`config.mk`:
```
export PLATFORM = sky130hd
export DESIGN_NAME = pwmdc_top
export DESIGN_NICKNAME = d
export VERILOG_FILES = /design/src/core/pwmdc_pkg.sv /design/src/core/pwmdc_top.sv /design/src/core/pwmdc_unit.sv
export SDC_FILE = /design/constraint.sdc
export NUM_CORES = 1
export LEC_CHECK = 0
export BUFFER_PORTS_ARGS = -buffer_cell sky130_fd_sc_hd__buf_2
export CAP_MARGIN = 5
export CORE_MARGIN = 1.5
export CORE_UTILIZATION = 59
export CTS_BUF_LIST = sky130_fd_sc_hd__clkbuf_4
export DETAILED_ROUTE_END_ITERATION = 7
export PLACE_DENSITY = 0.89
export SYNTH_ARGS = -nofsm -noshare
export SYNTH_HDL_FRONTEND = slang
export SYNTH_HIERARCHICAL = 1
export SYNTH_SLANG_ARGS = --single-unit
```
`constraint.sdc`:
```
create_clock -name hclk -period 4.6 [get_ports hclk]
set_input_delay 0.23 -clock hclk [delete_from_list [all_inputs] [get_ports hclk]]
set_output_delay 0.23 -clock hclk [all_outputs]
set_load 0.02 [all_outputs]
```
`src/core/pwmdc_pkg.sv`:
```
// pwm duty compare package: register map, field layout, modes, helpers
// assumes a 200 MHz hclk, one hclk per oscillator phase
package pwmdc_pkg;
  localparam int DUTY_W   = 14;
  localparam int CNT_W    = 12;
  localparam int NUM_CH   = 3;
  localparam int HI_W     = 6;
  localparam int CLK_NS   = 5;
  localparam int UPDN_MUL = 2;
  localparam int PH_COUNT = 4;
  localparam int PER_W    = 24;

  localparam logic [7:0] OFS_DUTY_BASE = 8'h00;
  localparam logic [7:0] DUTY_STRIDE   = 8'h08;
  localparam logic [7:0] OFS_HI_STEP   = 8'h04;
  localparam logic [7:0] OFS_CTRL      = 8'h18;
  localparam logic [7:0] OFS_STAT      = 8'h1c;
  localparam logic [7:0] OFS_PERIOD    = 8'h20;

  localparam logic [2:0]        CTRL_RST = 3'h7;
  localparam logic [7:0]        LO_RST   = 8'h00;
  localparam logic [HI_W-1:0]   HI_RST   = 6'h00;
  localparam logic [DUTY_W-1:0] DUTY_RST = 14'h0000;

  localparam int STAT_DOWN = 0;
  localparam int STAT_RUN  = 1;
  localparam int STAT_MODE = 2;
  localparam int STAT_PS   = 4;
  localparam int STAT_OUT  = 8;

  localparam logic [1:0] MODE_FREE = 2'h0;
  localparam logic [1:0] MODE_ONE  = 2'h1;
  localparam logic [1:0] MODE_UPDN = 2'h2;
  localparam logic [1:0] MODE_DBL  = 2'h3;
  localparam logic [1:0] PS_1TO1   = 2'h0;
  localparam logic [1:0] PH_ONE    = 2'h0;
  localparam logic [1:0] PH_FOUR   = 2'h3;
  localparam logic [1:0] HTRANS_NS = 2'h2;
  localparam logic [2:0] HSIZE_W32 = 3'h2;

  typedef enum logic [2:0] {
    ST_IDLE = 3'b001,
    ST_ARM  = 3'b010,
    ST_RUN  = 3'b100
  } pwmdc_state_e;

  function automatic logic is_updown(input logic [1:0] mode);
    return mode[1];
  endfunction

  function automatic logic [6:0] ps_ratio(input logic [1:0] sel);
    return 7'(7'h01 << {sel, 1'b0});
  endfunction

  // period in hclk cycles, four phases times the prescale ratio per count step
  function automatic logic [PER_W-1:0] pwm_period(
      input logic [CNT_W-1:0] per, input logic [1:0] sel, input logic ud);
    logic [PER_W-1:0] base;
    base = ud ? PER_W'(UPDN_MUL * per) : PER_W'(per) + PER_W'(1);
    return PER_W'(base * ps_ratio(sel) * PH_COUNT);
  endfunction
endpackage

```
`src/core/pwmdc_top.sv`:
```
// duty compare and output stage with an ahb-lite register slave
// assumes the time base drives count, direction, mode, run and phase
// synchronously to hclk and holds each count for at least one phase
//
// Summary of operation
// - up/down period is twice limit times prescale
// - three 14-bit duties from high and low bytes
// - upper twelve duty bits compare with count
// - edge match needs count and phase equal
// - coarse prescale matches on phase one
// - pairs forced complementary in complementary operation
// - buffer register plus separate active compare register
// - edge modes reload active duty at counter reset
// - stopped time base copies buffers continuously
// - up/down reloads when count zero turns upward
// - double update reloads at zero and limit
// - edge output active at zero, inactive on match
// - edge duty zero inactive, above limit active
// - center output set down, cleared up on match
// - center duty zero inactive, at limit active
// - center start begins counting down from limit
// - unit n drives odd main, even complement
// - mode field selects free, single, updown, double
// - direction flag read-only, set counting down
// - pairs reset to complementary operation
//
// Chosen here: the register offsets and the AHB-Lite register port.
`timescale 1ns/1ps
module pwmdc_top
  import pwmdc_pkg::*;
(
  input  wire logic              hclk,
  input  wire logic              hresetn,
  input  wire logic              hsel,
  input  wire logic [31:0]       haddr,
  input  wire logic [1:0]        htrans,
  input  wire logic              hwrite,
  input  wire logic [2:0]        hsize,
  input  wire logic [31:0]       hwdata,
  input  wire logic              hready,
  output logic      [31:0]       hrdata,
  output logic                   hreadyout,
  output logic                   hresp,
  input  wire logic [CNT_W-1:0]  time_base_count,
  input  wire logic [CNT_W-1:0]  period_limit,
  input  wire logic              count_down_flag,
  input  wire logic [1:0]        time_base_mode_sel,
  input  wire logic              time_base_run,
  input  wire logic [1:0]        time_base_prescale_sel,
  input  wire logic [1:0]        clock_phase,
  output logic                   out_pair0_low,
  output logic                   out_pair0_high,
  output logic                   out_pair1_low,
  output logic                   out_pair1_high,
  output logic                   out_pair2_low,
  output logic                   out_pair2_high
);
  logic [7:0]        addr_q;
  logic              wr_q;
  logic              rd_q;
  logic              take;
  logic [7:0]        dlo_q   [NUM_CH];
  logic [HI_W-1:0]   dhi_q   [NUM_CH];
  logic [DUTY_W-1:0] dbuf    [NUM_CH];
  logic [DUTY_W-1:0] act_q   [NUM_CH];
  logic [DUTY_W-1:0] duty_d  [NUM_CH];
  logic [NUM_CH-1:0] main;
  logic [NUM_CH-1:0] high_q;
  logic [NUM_CH-1:0] low_q;
  logic [2:0]        comp_q;
  logic [PER_W-1:0]  per_q;
  logic [CNT_W-1:0]  cnt_prev_q;
  logic              run_q;
  logic              armed_q;
  logic              new_count;
  logic              ph1_first;
  logic              updn;
  logic              fine;
  logic              ev_zero;
  logic              ev_per;
  logic              load;

  function automatic logic [31:0] rd_word(input logic [7:0] a);
    logic [31:0] w;
    w = '0;
    for (int i = 0; i < NUM_CH; i++) begin
      if (a == 8'(OFS_DUTY_BASE + DUTY_STRIDE * i))
        w = {24'h000000, dlo_q[i]};
      if (a == 8'(OFS_DUTY_BASE + DUTY_STRIDE * i + OFS_HI_STEP))
        w = {26'h0000000, dhi_q[i]};
    end
    if (a == OFS_CTRL) w = {29'h00000000, comp_q};
    if (a == OFS_STAT) begin
      w[STAT_DOWN]          = count_down_flag;
      w[STAT_RUN]           = time_base_run;
      w[STAT_MODE +: 2]     = time_base_mode_sel;
      w[STAT_PS +: 2]       = time_base_prescale_sel;
      w[STAT_OUT +: NUM_CH] = high_q;
      w[STAT_OUT + 4 +: NUM_CH] = low_q;
    end
    if (a == OFS_PERIOD) w = {8'h00, per_q};
    return w;
  endfunction

  // zero wait state slave; unmapped offsets read zero, writes dropped
  assign hreadyout = 1'b1;
  assign hresp     = 1'b0;
  assign take      = hsel && hready && htrans == HTRANS_NS
                     && hsize == HSIZE_W32;

  always_ff @(posedge hclk or negedge hresetn) begin
    if (!hresetn) begin
      wr_q   <= 1'b0;
      rd_q   <= 1'b0;
      addr_q <= 8'h00;
    end else if (hready) begin
      wr_q   <= take && hwrite;
      rd_q   <= take && !hwrite;
      addr_q <= haddr[7:0];
    end
  end

  // read data is a mux of flops in the data phase, so a read right
  // after a write to the same word already sees the new value
  assign hrdata = rd_q ? rd_word(addr_q) : 32'h00000000;

  always_ff @(posedge hclk or negedge hresetn) begin
    if (!hresetn) begin
      for (int i = 0; i < NUM_CH; i++) begin
        dlo_q[i] <= LO_RST;
        dhi_q[i] <= HI_RST;
      end
    end else if (wr_q) begin
      for (int i = 0; i < NUM_CH; i++) begin
        if (addr_q == 8'(OFS_DUTY_BASE + DUTY_STRIDE * i))
          dlo_q[i] <= hwdata[7:0];
        if (addr_q == 8'(OFS_DUTY_BASE + DUTY_STRIDE * i + OFS_HI_STEP))
          dhi_q[i] <= hwdata[HI_W-1:0];
      end
    end
  end

  always_ff @(posedge hclk or negedge hresetn) begin
    if (!hresetn) begin
      comp_q <= CTRL_RST;
    end else if (wr_q && addr_q == OFS_CTRL) begin
      comp_q <= hwdata[2:0];
    end
  end

  // time base inputs are only observed here
  assign updn = is_updown(time_base_mode_sel);
  assign fine = time_base_prescale_sel == PS_1TO1;

  always_ff @(posedge hclk or negedge hresetn) begin
    if (!hresetn) begin
      per_q <= '0;
    end else begin
      per_q <= pwm_period(period_limit, time_base_prescale_sel,
                          updn);
    end
  end

  always_ff @(posedge hclk or negedge hresetn) begin
    if (!hresetn) begin
      cnt_prev_q <= '0;
      run_q      <= 1'b0;
    end else begin
      cnt_prev_q <= time_base_count;
      run_q      <= time_base_run;
    end
  end

  // a count seen before its phase one is remembered until that phase
  assign new_count = time_base_run
                     && (time_base_count != cnt_prev_q || !run_q);
  assign ph1_first = clock_phase == PH_ONE && (new_count || armed_q);

  always_ff @(posedge hclk or negedge hresetn) begin
    if (!hresetn) begin
      armed_q <= 1'b0;
    end else if (!time_base_run || clock_phase == PH_ONE) begin
      armed_q <= 1'b0;
    end else if (new_count) begin
      armed_q <= 1'b1;
    end
  end

  assign ev_zero = ph1_first && time_base_count == '0;
  assign ev_per  = ph1_first && time_base_count == period_limit;
  assign load    = !time_base_run
                   || (!updn && ev_zero)
                   || (updn && ev_zero)
                   || (time_base_mode_sel == MODE_DBL && ev_per);

  for (genvar g = 0; g < NUM_CH; g++) begin : g_ch
    assign dbuf[g]   = {dhi_q[g], dlo_q[g]};
    // the compare sees the reloaded value in the reload cycle itself
    assign duty_d[g] = load ? dbuf[g] : act_q[g];

    always_ff @(posedge hclk or negedge hresetn) begin
      if (!hresetn) begin
        act_q[g] <= DUTY_RST;
      end else begin
        act_q[g] <= duty_d[g];
      end
    end

    pwmdc_unit u_unit (
      .hclk     (hclk),
      .hresetn  (hresetn),
      .duty     (duty_d[g]),
      .count    (time_base_count),
      .period   (period_limit),
      .down     (count_down_flag),
      .run      (time_base_run),
      .center   (updn),
      .fine     (fine),
      .phase    (clock_phase),
      .ph1_first (ph1_first),
      .main_q   (main[g])
    );

    always_ff @(posedge hclk or negedge hresetn) begin
      if (!hresetn) begin
        high_q[g] <= 1'b0;
        low_q[g]  <= 1'b1;
      end else begin
        high_q[g] <= main[g];
        low_q[g]  <= comp_q[g] ? !main[g] : main[g];
      end
    end
  end

  assign out_pair0_high = high_q[0];
  assign out_pair0_low  = low_q[0];
  assign out_pair1_high = high_q[1];
  assign out_pair1_low  = low_q[1];
  assign out_pair2_high = high_q[2];
  assign out_pair2_low  = low_q[2];
endmodule

```
`src/core/pwmdc_unit.sv`:
```
// one duty compare unit: match detection and main output level
// assumes duty, count and phase are stable and synchronous to hclk
`timescale 1ns/1ps
module pwmdc_unit
  import pwmdc_pkg::*;
(
  input  wire logic              hclk,
  input  wire logic              hresetn,
  input  wire logic [DUTY_W-1:0] duty,
  input  wire logic [CNT_W-1:0]  count,
  input  wire logic [CNT_W-1:0]  period,
  input  wire logic              down,
  input  wire logic              run,
  input  wire logic              center,
  input  wire logic              fine,
  input  wire logic [1:0]        phase,
  input  wire logic              ph1_first,
  output logic                   main_q
);
  pwmdc_state_e     st_q;
  logic [CNT_W-1:0] up;
  logic             cnt_eq;
  logic             match;
  logic             start;
  logic             live;

  assign up     = duty[DUTY_W-1:2];
  assign cnt_eq = (count == up);
  // coarse prescale drops the phase bits and waits for phase one
  assign match  = fine ? (cnt_eq && phase == duty[1:0])
                       : (cnt_eq && ph1_first);
  assign start  = ph1_first && count == '0;
  // the first step of a run must already count, or a period start is lost;
  // a center run only waits while it still counts up
  assign live   = run && (st_q == ST_RUN || !center || down);

  always_ff @(posedge hclk or negedge hresetn) begin
    if (!hresetn) begin
      st_q <= ST_IDLE;
    end else begin
      unique case (st_q)
        ST_IDLE: if (run) st_q <= center ? ST_ARM : ST_RUN;
        // center start waits for the first down count from the limit
        ST_ARM:  if (!run) st_q <= ST_IDLE;
                 else if (down) st_q <= ST_RUN;
        ST_RUN:  if (!run) st_q <= ST_IDLE;
        default: st_q <= ST_IDLE;
      endcase
    end
  end

  always_ff @(posedge hclk or negedge hresetn) begin
    if (!hresetn) begin
      main_q <= 1'b0;
    end else if (!live) begin
      main_q <= 1'b0;
    end else if (center) begin
      if (duty == '0) main_q <= 1'b0;
      else if (up >= period) main_q <= 1'b1;
      else if (match) main_q <= down;
    end else begin
      if (up > period) main_q <= 1'b1;
      else if (match) main_q <= 1'b0;
      else if (start && duty != '0) main_q <= 1'b1;
    end
  end
endmodule

```
[After elaboration in Yosys (flattened, before gate mapping)]
Index checks and enable logic that the tools add are counted.
Storage, ports and cells
  register bits: 151
  input bits: 106
  word-level logic and storage cells: 204
Operators by class
  add/subtract/negate cells: 1
  multiply operators: 1
  $lt $le $gt $ge: 6
  equal/unequal tests: 43
  shift operators: 1
  mux-type cells: 56
  reductions and logical operators: 67
Operators by type and width (count)
  two-way mux 8 bit: 7
  equality test 12 bit: 4
  logical NOT 14 bit: 3
  two-way mux 14 bit: 3
  nonzero test 14 bit: 3
  >= comparator 12 bit: 3
  > comparator 12 bit: 3
  equality test 8 x 5 -> 1 bit (second input constant): 4
  two-way mux 1 bit: 32
  two-way mux 32 bit: 1
  != test 5 x 4 -> 1 bit (second input constant): 6
  case mux 3 bit (3 select lines): 3
  logical AND 1 bit: 25
  two-way mux 24 bit: 1
  two-way mux 3 bit: 7
  multiplier 13 x 7 -> 20 bit: 1
  AND reduction 2 bit: 9
  equality test 8 x 4 -> 1 bit (second input constant): 2
  adder 12 x 1 -> 13 bit (second input constant): 1
  two-way mux 13 bit: 1
  equality test 3 x 2 -> 1 bit (second input constant): 4
  logical NOT 12 bit: 1
  logical OR 1 bit: 12
  != test 12 bit: 1
  other kinds (15): 38

[Logic depth before layout (Yosys ltp)]
Gate-level depths: netlist of the first run.
  depth in word-level cells: 19
  mapped depth: 20
  mapped depth without buffers: 20

[Modules after synthesis]
Netlist of the first run, hierarchy kept.
Modules (own cells, without submodules)
  pwmdc_top: times used 1, cells each 727, area an instance 8321.7 um2, sequential area each 3435.8 um2
  pwmdc_unit (g_ch[1].u_unit ...): times used 2, cells each 98, area an instance 770.7 um2, sequential area each 101.3 um2
  pwmdc_unit (g_ch[0].u_unit): times used 1, cells each 99, area an instance 780.7 um2, sequential area each 101.3 um2

[Worst setup path after synthesis of the first run]
Ideal clock, no wire load.
  path type: input port to flip-flop
  from: input port period_limit[0]
  to: register per_q[21]
  library setup time: 0.104 ns
  arrival: 4.423 ns
  data required time: 4.496 ns
  slack: 0.073 ns
  stages: 20
  path through: ha_1 nand4_1 nor2_1 nand3_1 o21a_1 o21ai_0 nor2_1 ha_1 fa_1 ha_1 inv_1 fa_1 inv_1 ha_1 and3_1 a211oi_1 o21ai_0 a211oi_2 a21oi_1 o311ai_1
On the way
  cells in the longest elaborated chain, start to end: 3
Ends and longest elaborated chain
  start: declaration: line pwmdc_top.sv:45  | input wire logic [CNT_W-1:0] period_limit,
  adder 12 x 1 -> 13 bit: line pwmdc_pkg.sv:59  | base = ud ? PER_W'(UPDN_MUL * per) : PER_W'(per) + PER_W'(1);
  two-way mux 13 bit (*): line pwmdc_pkg.sv:59
  multiplier 13 x 7 -> 20 bit (*): line pwmdc_pkg.sv:60  | return PER_W'(base * ps_ratio(sel) * PH_COUNT);
  end signal: assignment: line pwmdc_top.sv:159  | per_q <= pwm_period(period_limit, time_base_prescale_sel,
  end: declaration: line pwmdc_top.sv:71  | logic [PER_W-1:0] per_q;
Every way passes the cells marked *; elsewhere a longest branch is shown, timed or not.
A chain may end at the register's enable or synchronous reset.

[Worst setup path after layout of the first run]
  from: input port period_limit[1]
  to: register per_q[21]
The elaborated chain is that of the path after synthesis.

==> results of run 1 <==
final cells by class:
type	instances	area (µm²)	share of cell area
clock buffers	19	142.6	0.01177
flip-flops and latches	149	3740	0.3086
multi-input cells	757	6365	0.5252
diodes	1	2.502	0.0002065
well taps	225	281.5	0.02323
repair buffers	166	1147	0.09467
clock inverters	13	121.4	0.01001
inverters	85	319.1	0.02633
layout by cell type (no fill, tap or decap), types with 5 or more instances in the layout:
cell type,synthesis,final
a211oi_1,6,5
a21boi_0,5,5
a21o_1,10,10
a21oi_1,40,40
a221oi_1,5,5
a22o_1,6,6
a22oi_1,6,6
a31oi_1,6,6
and2_1,5,5
and3_1,12,12
buf_2,3,84
buf_4,14,46
clkbuf_4,0,19
conb_1,2,12
dfrtp_1,140,140
dfstp_2,9,9
dlygate4sd3_1,0,33
fa_1,17,17
ha_1,92,92
inv_1,84,84
mux2_2,54,54
mux2_4,46,46
nand2_1,32,32
nand2b_1,12,12
nand3_1,11,11
nand4_1,30,30
nor2_1,91,91
nor2b_1,11,11
nor3_1,16,16
nor3b_1,9,8
nor4_1,22,22
o21a_1,6,6
o21ai_0,26,26
o22ai_1,9,9
xnor2_1,64,64
xor2_1,18,18
cell families (layout without fill, tap and decap cells):
family / Yosys count / after routing / synth area share
and+or+nand+nor: 287 / 287 / 0.1476
adders and majority gates: 109 / 109 / 0.1401
muxes: 107 / 107 / 0.1333
AOI/OAI and AO/OA: 157 / 157 / 0.09968
DFF: 149 / 149 / 0.3514
xor gates and xnor gates: 85 / 85 / 0.07206
other: 2 / 13 / 0.0007056
buffers and inverters: 126 / 283 / 0.05513
timing repair:
action | 4_1_cts | 5_1_grt
hold buffers | 33 | 0
resized for setup | 0 | 3
endpoints found under the hold margin | 161 | 0
setup endpoints to repair | 0 | 5
synthesized netlist by cell type (4+ instances only):
cell type / count / area, µm²
nor3b_1: 9 / 67.56
nand3_1: 11 / 55.05
nor3_1: 16 / 80.08
buf_4: 14 / 105.1
inv_1: 84 / 315.3
xnor2_1: 64 / 560.5
a211oi_1: 6 / 45.04
o22ai_1: 9 / 56.30
a31oi_1: 6 / 37.54
nand3b_1: 4 / 30.03
o31ai_1: 4 / 30.03
a22o_1: 6 / 52.55
a21oi_1: 40 / 200.2
nand2_1: 32 / 120.1
mux2_4: 46 / 690.7
buf_6: 5 / 56.30
a21o_1: 10 / 75.07
nor4_2: 4 / 50.05
nor2b_1: 11 / 68.82
ha_1: 92 / 1151
nor4_1: 22 / 137.6
or2_2: 4 / 25.02
clkbuf_1: 17 / 63.81
and2_1: 5 / 31.28
xor2_1: 18 / 157.7
nand4_1: 30 / 187.7
o21a_1: 6 / 45.04
mux4_2: 4 / 90.09
nand2b_1: 12 / 75.07
dfstp_2: 9 / 236.5
a21boi_0: 5 / 37.54
a221oi_1: 5 / 43.79
o32ai_1: 4 / 35.03
and3_1: 12 / 75.07
dfrtp_1: 140 / 3503
mux2_2: 54 / 608.1
a22oi_1: 6 / 45.04
nor2_1: 91 / 341.6
o21ai_0: 26 / 130.1
fa_1: 17 / 340.3
sequential cells by signal (all words and copies together), names as in the netlist:
signal / flops
out_pair2_high: 1
cnt_prev_q: 12
g_ch.u_unit/st_q: 9
wr_q: 1
out_pair1_low: 1
rd_q: 1
out_pair1_high: 1
dbuf: 42
act_q: 42
g_ch.u_unit/main_q: 3
per_q: 20
armed_q: 1
out_pair0_low: 1
comp_q: 3
addr_q: 8
run_q: 1
out_pair0_high: 1
out_pair2_low: 1
power by group through the flow:
stage	logic (mW)	registers [mW]	clock network, mW
final	0.923	1.56	0.812
after global routing	1.00	1.57	0.865
after CTS	0.896	1.55	0.807
after detailed placement	0.865	1.58	0
after global placement	0.836	1.57	0
after floorplan	0.592	1.53	0
how the worst min path moves through the flow:
stage	slack (ns)	end
CTS	0.05	armed_q
detailed placement	0.41	addr_q[1]
finish	0.06	rd_q
floorplan	-0.07	act_q[0]
global placement	0.41	addr_q[1]
global route	0.07	per_q[2]
critical path, cell delays in order:
cell and delay (ns):
buf_2 0.10, ha_1 0.23, nand4_1 0.16, nor2_1 0.20
nand3_1 0.12, o21a_1 0.12, o21ai_0 0.20, nor2_1 0.07
ha_1 0.34, fa_1 0.51, ha_1 0.30, inv_1 0.05
fa_1 0.54, inv_1 0.04, ha_1 0.30, and3_1 0.18
a211oi_2 0.26, nand4_1 0.20, a211oi_2 0.36, a21oi_1 0.12
o311ai_1 0.25
through the flow:
| step | instances | power, mW |
|---|---|---|
| detailed placement | 1349 | 2.441 |
| finish | 1415 | 3.296 |
| CTS | 1414 | 3.255 |
| floorplan | 1032 | 2.127 |
| global route | 1414 | 3.441 |
| global placement | 1349 | 2.405 |
routing by layer:
layer | up-vias | track usage | share of wire
met5 | - | 0 | 0
met4 | 0 | 0.1433 | 0.043
met3 | 119 | 0.08720 | 0.11
met2 | 556 | 0.5156 | 0.44
met1 | 4322 | 0.4437 | 0.41
li1 | 3950 | - | -
==> results.py, run 1 <==
metrics = {
    "run_status": {
        "outcome": "completed",
    },
    "clocking": {
        "clk_pin_slew_ns": 0.14,
        "cts_tree": "built",
        "root_buffer": "clkbuf_4",
        "worstSkewPairLatency_ns": 0.59,
        "cts.sinks": 149,
        "htreeDepth": 4,
        "cts_buffer_depth": 2,
        "cts_made_buffers": 17,
        "cts_setup_buffers": 0,
    },
    "power": {
        "p_sw_frac": 0.3467,
        "p_per_area_nw_per_um2": 271.9,
        "pwr-share-seq": 0.474,
        "p_int_mw": 2.153,
        "clock_power_share": 0.246,
        "power_frac_comb": 0.280,
        "switching_power_mw": 1.143,
        "max-vdd-ir-drop_mv": 0.3178,
        "leakage_nw": 5.821,
    },
    "floorplan": {
        "core_um2": 17480,
        "num_rows": 48,
        "die_h_um": 137.3,
        "start_util": 0.6090,
        "die-width_um": 137.3,
        "io_pins": 146,
        "dieArea_um2": 18860,
    },
    "yosys": {
        "ys_seq_area_frac": 0.3514,
        "ys.flop_type": "dfrtp_1",
        "ys_types": 77,
        "synth_edf_count": 0,
        "syn_area_um2": 10640,
        "yosys_register_bits": 149,
        "synth_warnings": 6,
        "synthCells": 1022,
        "async_reset_ff_frac": 1.000,
        "postSynthAreaPerCell_um2": 10.41,
    },
    "critical_path": {
        "rrSetupSlack_ns": 0.65,
        "regToRegStartpoint": "cnt_prev_q[7]",
        "critPathCaptureType": "flip-flop",
        "r2r_cells": 14,
        "r2r-end": "g_ch[1].u_unit/main_q",
        "critPathMaxFanout": 4,
        "crit_type": "in -> reg",
        "crit_start": "period_limit[1]",
        "critPathArrivalTime_ns": 4.88,
        "cp-endpoint": "per_q[21]",
        "start_kind": "primary input",
        "critPathRequiredTime_ns": 5.08,
    },
    "timing": {
        "worstMarginPinSlew_ns": 0.9713,
        "hold-worst-slack_ns": 0.06155,
        "finalCriticalPeriod_ns": 4.401,
        "setup_ws_ns": 0.1992,
        "fmax_ghz": 0.2272,
        "maxSlewViolCount": 0,
        "fin_crit_sh": 0.9567,
        "grt_setup_unrepaired": "false",
        "hold_viol": 0,
        "finClkSkew_ns": 0.03100,
        "relSlewSlack": 0.3525,
        "setup_viol": 0,
        "setup_tns_ns": 0,
    },
    "global_routing": {
        "grt_max_degree": 108,
        "grt_usage": 0.3333,
        "grt_pass1_wl_mm": 47.53,
        "grt_overflow": 0,
        "grt_pass1_vias": 8888,
        "antenna_found_initial": 0,
    },
    "run": {
        "maxCapViolCount": 0,
    },
    "final_layout": {
        "nNetsFinal": 1391,
        "final_util": 0.6934,
        "n_fill_cell": 1180,
        "area_growth_pct": 13.86,
        "design_area_um2": 12120,
        "drive_above_1_share": 0.2523,
    },
    "route": {
        "drt_iter0_drc": 1177,
        "postRouteWirelength_mm": 30.06,
        "wl_per_cell_um": 21.24,
        "routed_via_density": 6.323,
        "drtPass1Iterations": 6,
        "ant_nets": 0,
        "vias": 8947,
        "drt_drc_violations_left": 0,
    },
    "min_path": {
        "whs_path_depth": 4,
        "hold_path_startpoint": "hsize[1]",
        "hold_path_class": "in -> reg",
    },
    "placement": {
        "hpwl_mm": 20.83,
        "place_area_um2": 11510,
        "gp_congestion": 0.9038,
        "preCtsSetupSlack_ns": -0.3594,
        "io_buffers": 85,
    },
}
Note: power is estimated with default switching activity, not from simulation.
==> inputs of run 2 (changes only) <==
Settings changed: PLACE_DENSITY 0.89 to 0.79.
Clock period 4.6 ns to 4.1 ns, I/O delays scaled along.
==> run 2 against run 1 <==
Net effect:
- routed wire length shrank 1.5%
- register-to-register slack lost 0.44 ns
- combinational power grew 19%
- sequential power grew 12%
- via count shrank 0.79%
- count of clock-buffer cells in the layout shrank 2
- final cell count grew 3.3%
- worst setup slack gained 0.0082 ns
- first-iteration DRC count shrank 41%
- utilization grew 2.9 points
- critical path type is now reg -> reg
- largest cell class unchanged
- largest power group unchanged
==> results.py, run 2 (same netlist as run 1, synthesis figures left out) <==
metrics = {
    "power": {
        "max-vdd-ir-drop_mv": 0.2405,
        "leakage_nw": 6.073,
        "power_mw": 3.752,
        "p_per_area_nw_per_um2": 297.2,
    },
    "route": {
        "postRouteWirelength_mm": 29.60,
        "drt_iter0_drc": 698,
        "drt_drc_violations_left": 0,
        "vias": 8876,
        "ant_nets": 0,
        "drtPass1Iterations": 5,
        "wl_per_cell_um": 20.25,
        "routed_via_density": 6.071,
    },
    "timing": {
        "setup_viol": 0,
        "finalCriticalPeriod_ns": 3.893,
        "finClkSkew_ns": 0.02337,
        "fmax_ghz": 0.2569,
        "worstMarginPinSlew_ns": 0.8048,
        "relSlewSlack": 0.4635,
        "hold-worst-slack_ns": 0.01317,
        "hold_viol": 0,
        "maxSlewViolCount": 0,
        "fin_crit_sh": 0.9494,
    },
    "clocking": {
        "cts_made_buffers": 17,
        "worstSkewPairLatency_ns": 0.58,
        "cts_tree": "built",
        "htreeDepth": 4,
        "cts.sinks": 149,
        "cts_buffer_depth": 2,
        "root_buffer": "clkbuf_4",
        "clk_pin_slew_ns": 0.14,
    },
    "final_layout": {
        "n_fill_cell": 1236,
        "mostFrequentLayoutCells": "dfrtp_1, buf_4, nor2_1",
        "drive_above_1_share": 0.2947,
        "ff_latch_area_um2": 3740,
        "final_common_cell": "dfrtp_1",
        "nNetsFinal": 1437,
        "design_area_um2": 12620,
        "area_growth_pct": 18.60,
        "multi_input_area_um2": 6487,
    },
    "global_routing": {
        "grt_usage": 0.3316,
        "antenna_found_initial": 2,
        "grt_pass1_wl_mm": 46.93,
        "grt_overflow": 0,
        "grt_pass1_vias": 8916,
        "grt_max_degree": 67,
    },
    "floorplan": {
        "num_rows": 48,
        "io_pins": 146,
        "core_um2": 17480,
        "dieArea_um2": 18860,
        "start_util": 0.6090,
        "die-width_um": 137.3,
        "die_h_um": 137.3,
    },
    "run_status": {
        "outcome": "completed",
    },
    "critical_path": {
        "start_kind": "flip-flop",
        "critPathCaptureType": "flip-flop",
        "crit_type": "reg -> reg",
        "critPathArrivalTime_ns": 4.37,
        "critPathRequiredTime_ns": 4.58,
        "critPathMaxFanout": 19,
    },
    "min_path": {
        "hold_path_class": "in -> reg",
    },
    "placement": {
        "place_area_um2": 11970,
        "hpwl_mm": 21.92,
        "io_buffers": 85,
        "gp_congestion": 0.9568,
    },
    "run": {
        "maxCapViolCount": 0,
    },
}
==> run 2: final cells by class <==
class / count / share of cell area
Timing Repair Buffer: 212 / 0.1204
Clock inverter: 15 / 0.01130
Clock buffer: 17 / 0.01011
Tap cell: 225 / 0.02230
Antenna cell: 2 / 0.0003965
Sequential cell: 149 / 0.2963
Multi-Input combinational cell: 757 / 0.5139
Inverter: 85 / 0.02527
==> run 2: metal layers <==
metal  track usage  vias to the layer above  wire, µm  share of wire
met5       0.03333                        -        80         0.0027
met4        0.1363                        2      1028          0.035
met3       0.09345                       98      2783          0.094
met2        0.5020                      479     13210           0.45
met1        0.4464                     4252     12500           0.42
li1              -                     4045         -              -
==> run 2: worst max-delay path: stages (launching register included) <==
cell       delay (ns)
dfrtp_1          0.39
xnor2_1          0.23
nand4_1          0.22
nor4_4           0.28
nor3_1           0.14
a21boi_4         0.22
buf_12           0.21
mux2_4           0.35
ha_1             0.34
and4b_1          0.21
a211oi_1         0.28
o22ai_1          0.17
a2111oi_1        0.29
o32ai_1          0.17
buf_4            0.18
o311a_1          0.11
==> run 2: where the power goes <==
group          total, mW  switching, mW  internal (mW)  leakage [nW]
sequential          1.74          0.118           1.62          1.78
clock              0.912          0.596          0.316         0.141
combinational       1.10          0.584          0.516          4.15
==> run 2: worst paths after layout <==
| check | slack, ns | depth (start not counted) | endpoint | start |
|---|---|---|---|---|
| worst max-delay path | 0.21 | 15 | g_ch[0].u_unit/main_q | cnt_prev_q[10] |
| worst min-delay path | 0.01 | 3 | per_q[2] | period_limit[0] |
| worst max register to register | 0.21 | 15 | g_ch[0].u_unit/main_q | cnt_prev_q[10] |
| worst min register to register | 0.53 | 0 | out_pair2_high | g_ch[2].u_unit/main_q |
| max in group asynchronous | 2.92 | 3 | g_ch[1].u_unit/st_q[0] | hresetn |
| min in group asynchronous | 0.16 | 2 | act_q[35] | hresetn |
==> run 2: what timing repair did <==
action / CTS / global route
setup buffers: 0 / 0
hold buffers: 32 / 0
gates resized for setup: 0 / 13
endpoints found under the hold margin: 131 / 0
endpoints found under the setup margin: 0 / 7
==> run 2: through the flow <==
stage | utilization | worst slack, ns | std cells | setup TNS (ns)
2_1_floorplan | - | -0.04236 | 1032 | -0.04236
3_5_place_dp | 0.6849 | -0.4186 | 1396 | -2.079
5_1_grt | 0.7222 | -0.002753 | 1461 | -0.004071
4_1_cts | 0.7187 | 0.2003 | 1460 | 0
6_report | 0.7223 | 0.2073 | 1462 | 0
3_3_place_gp | 0.6849 | -0.3364 | 1396 | -1.673
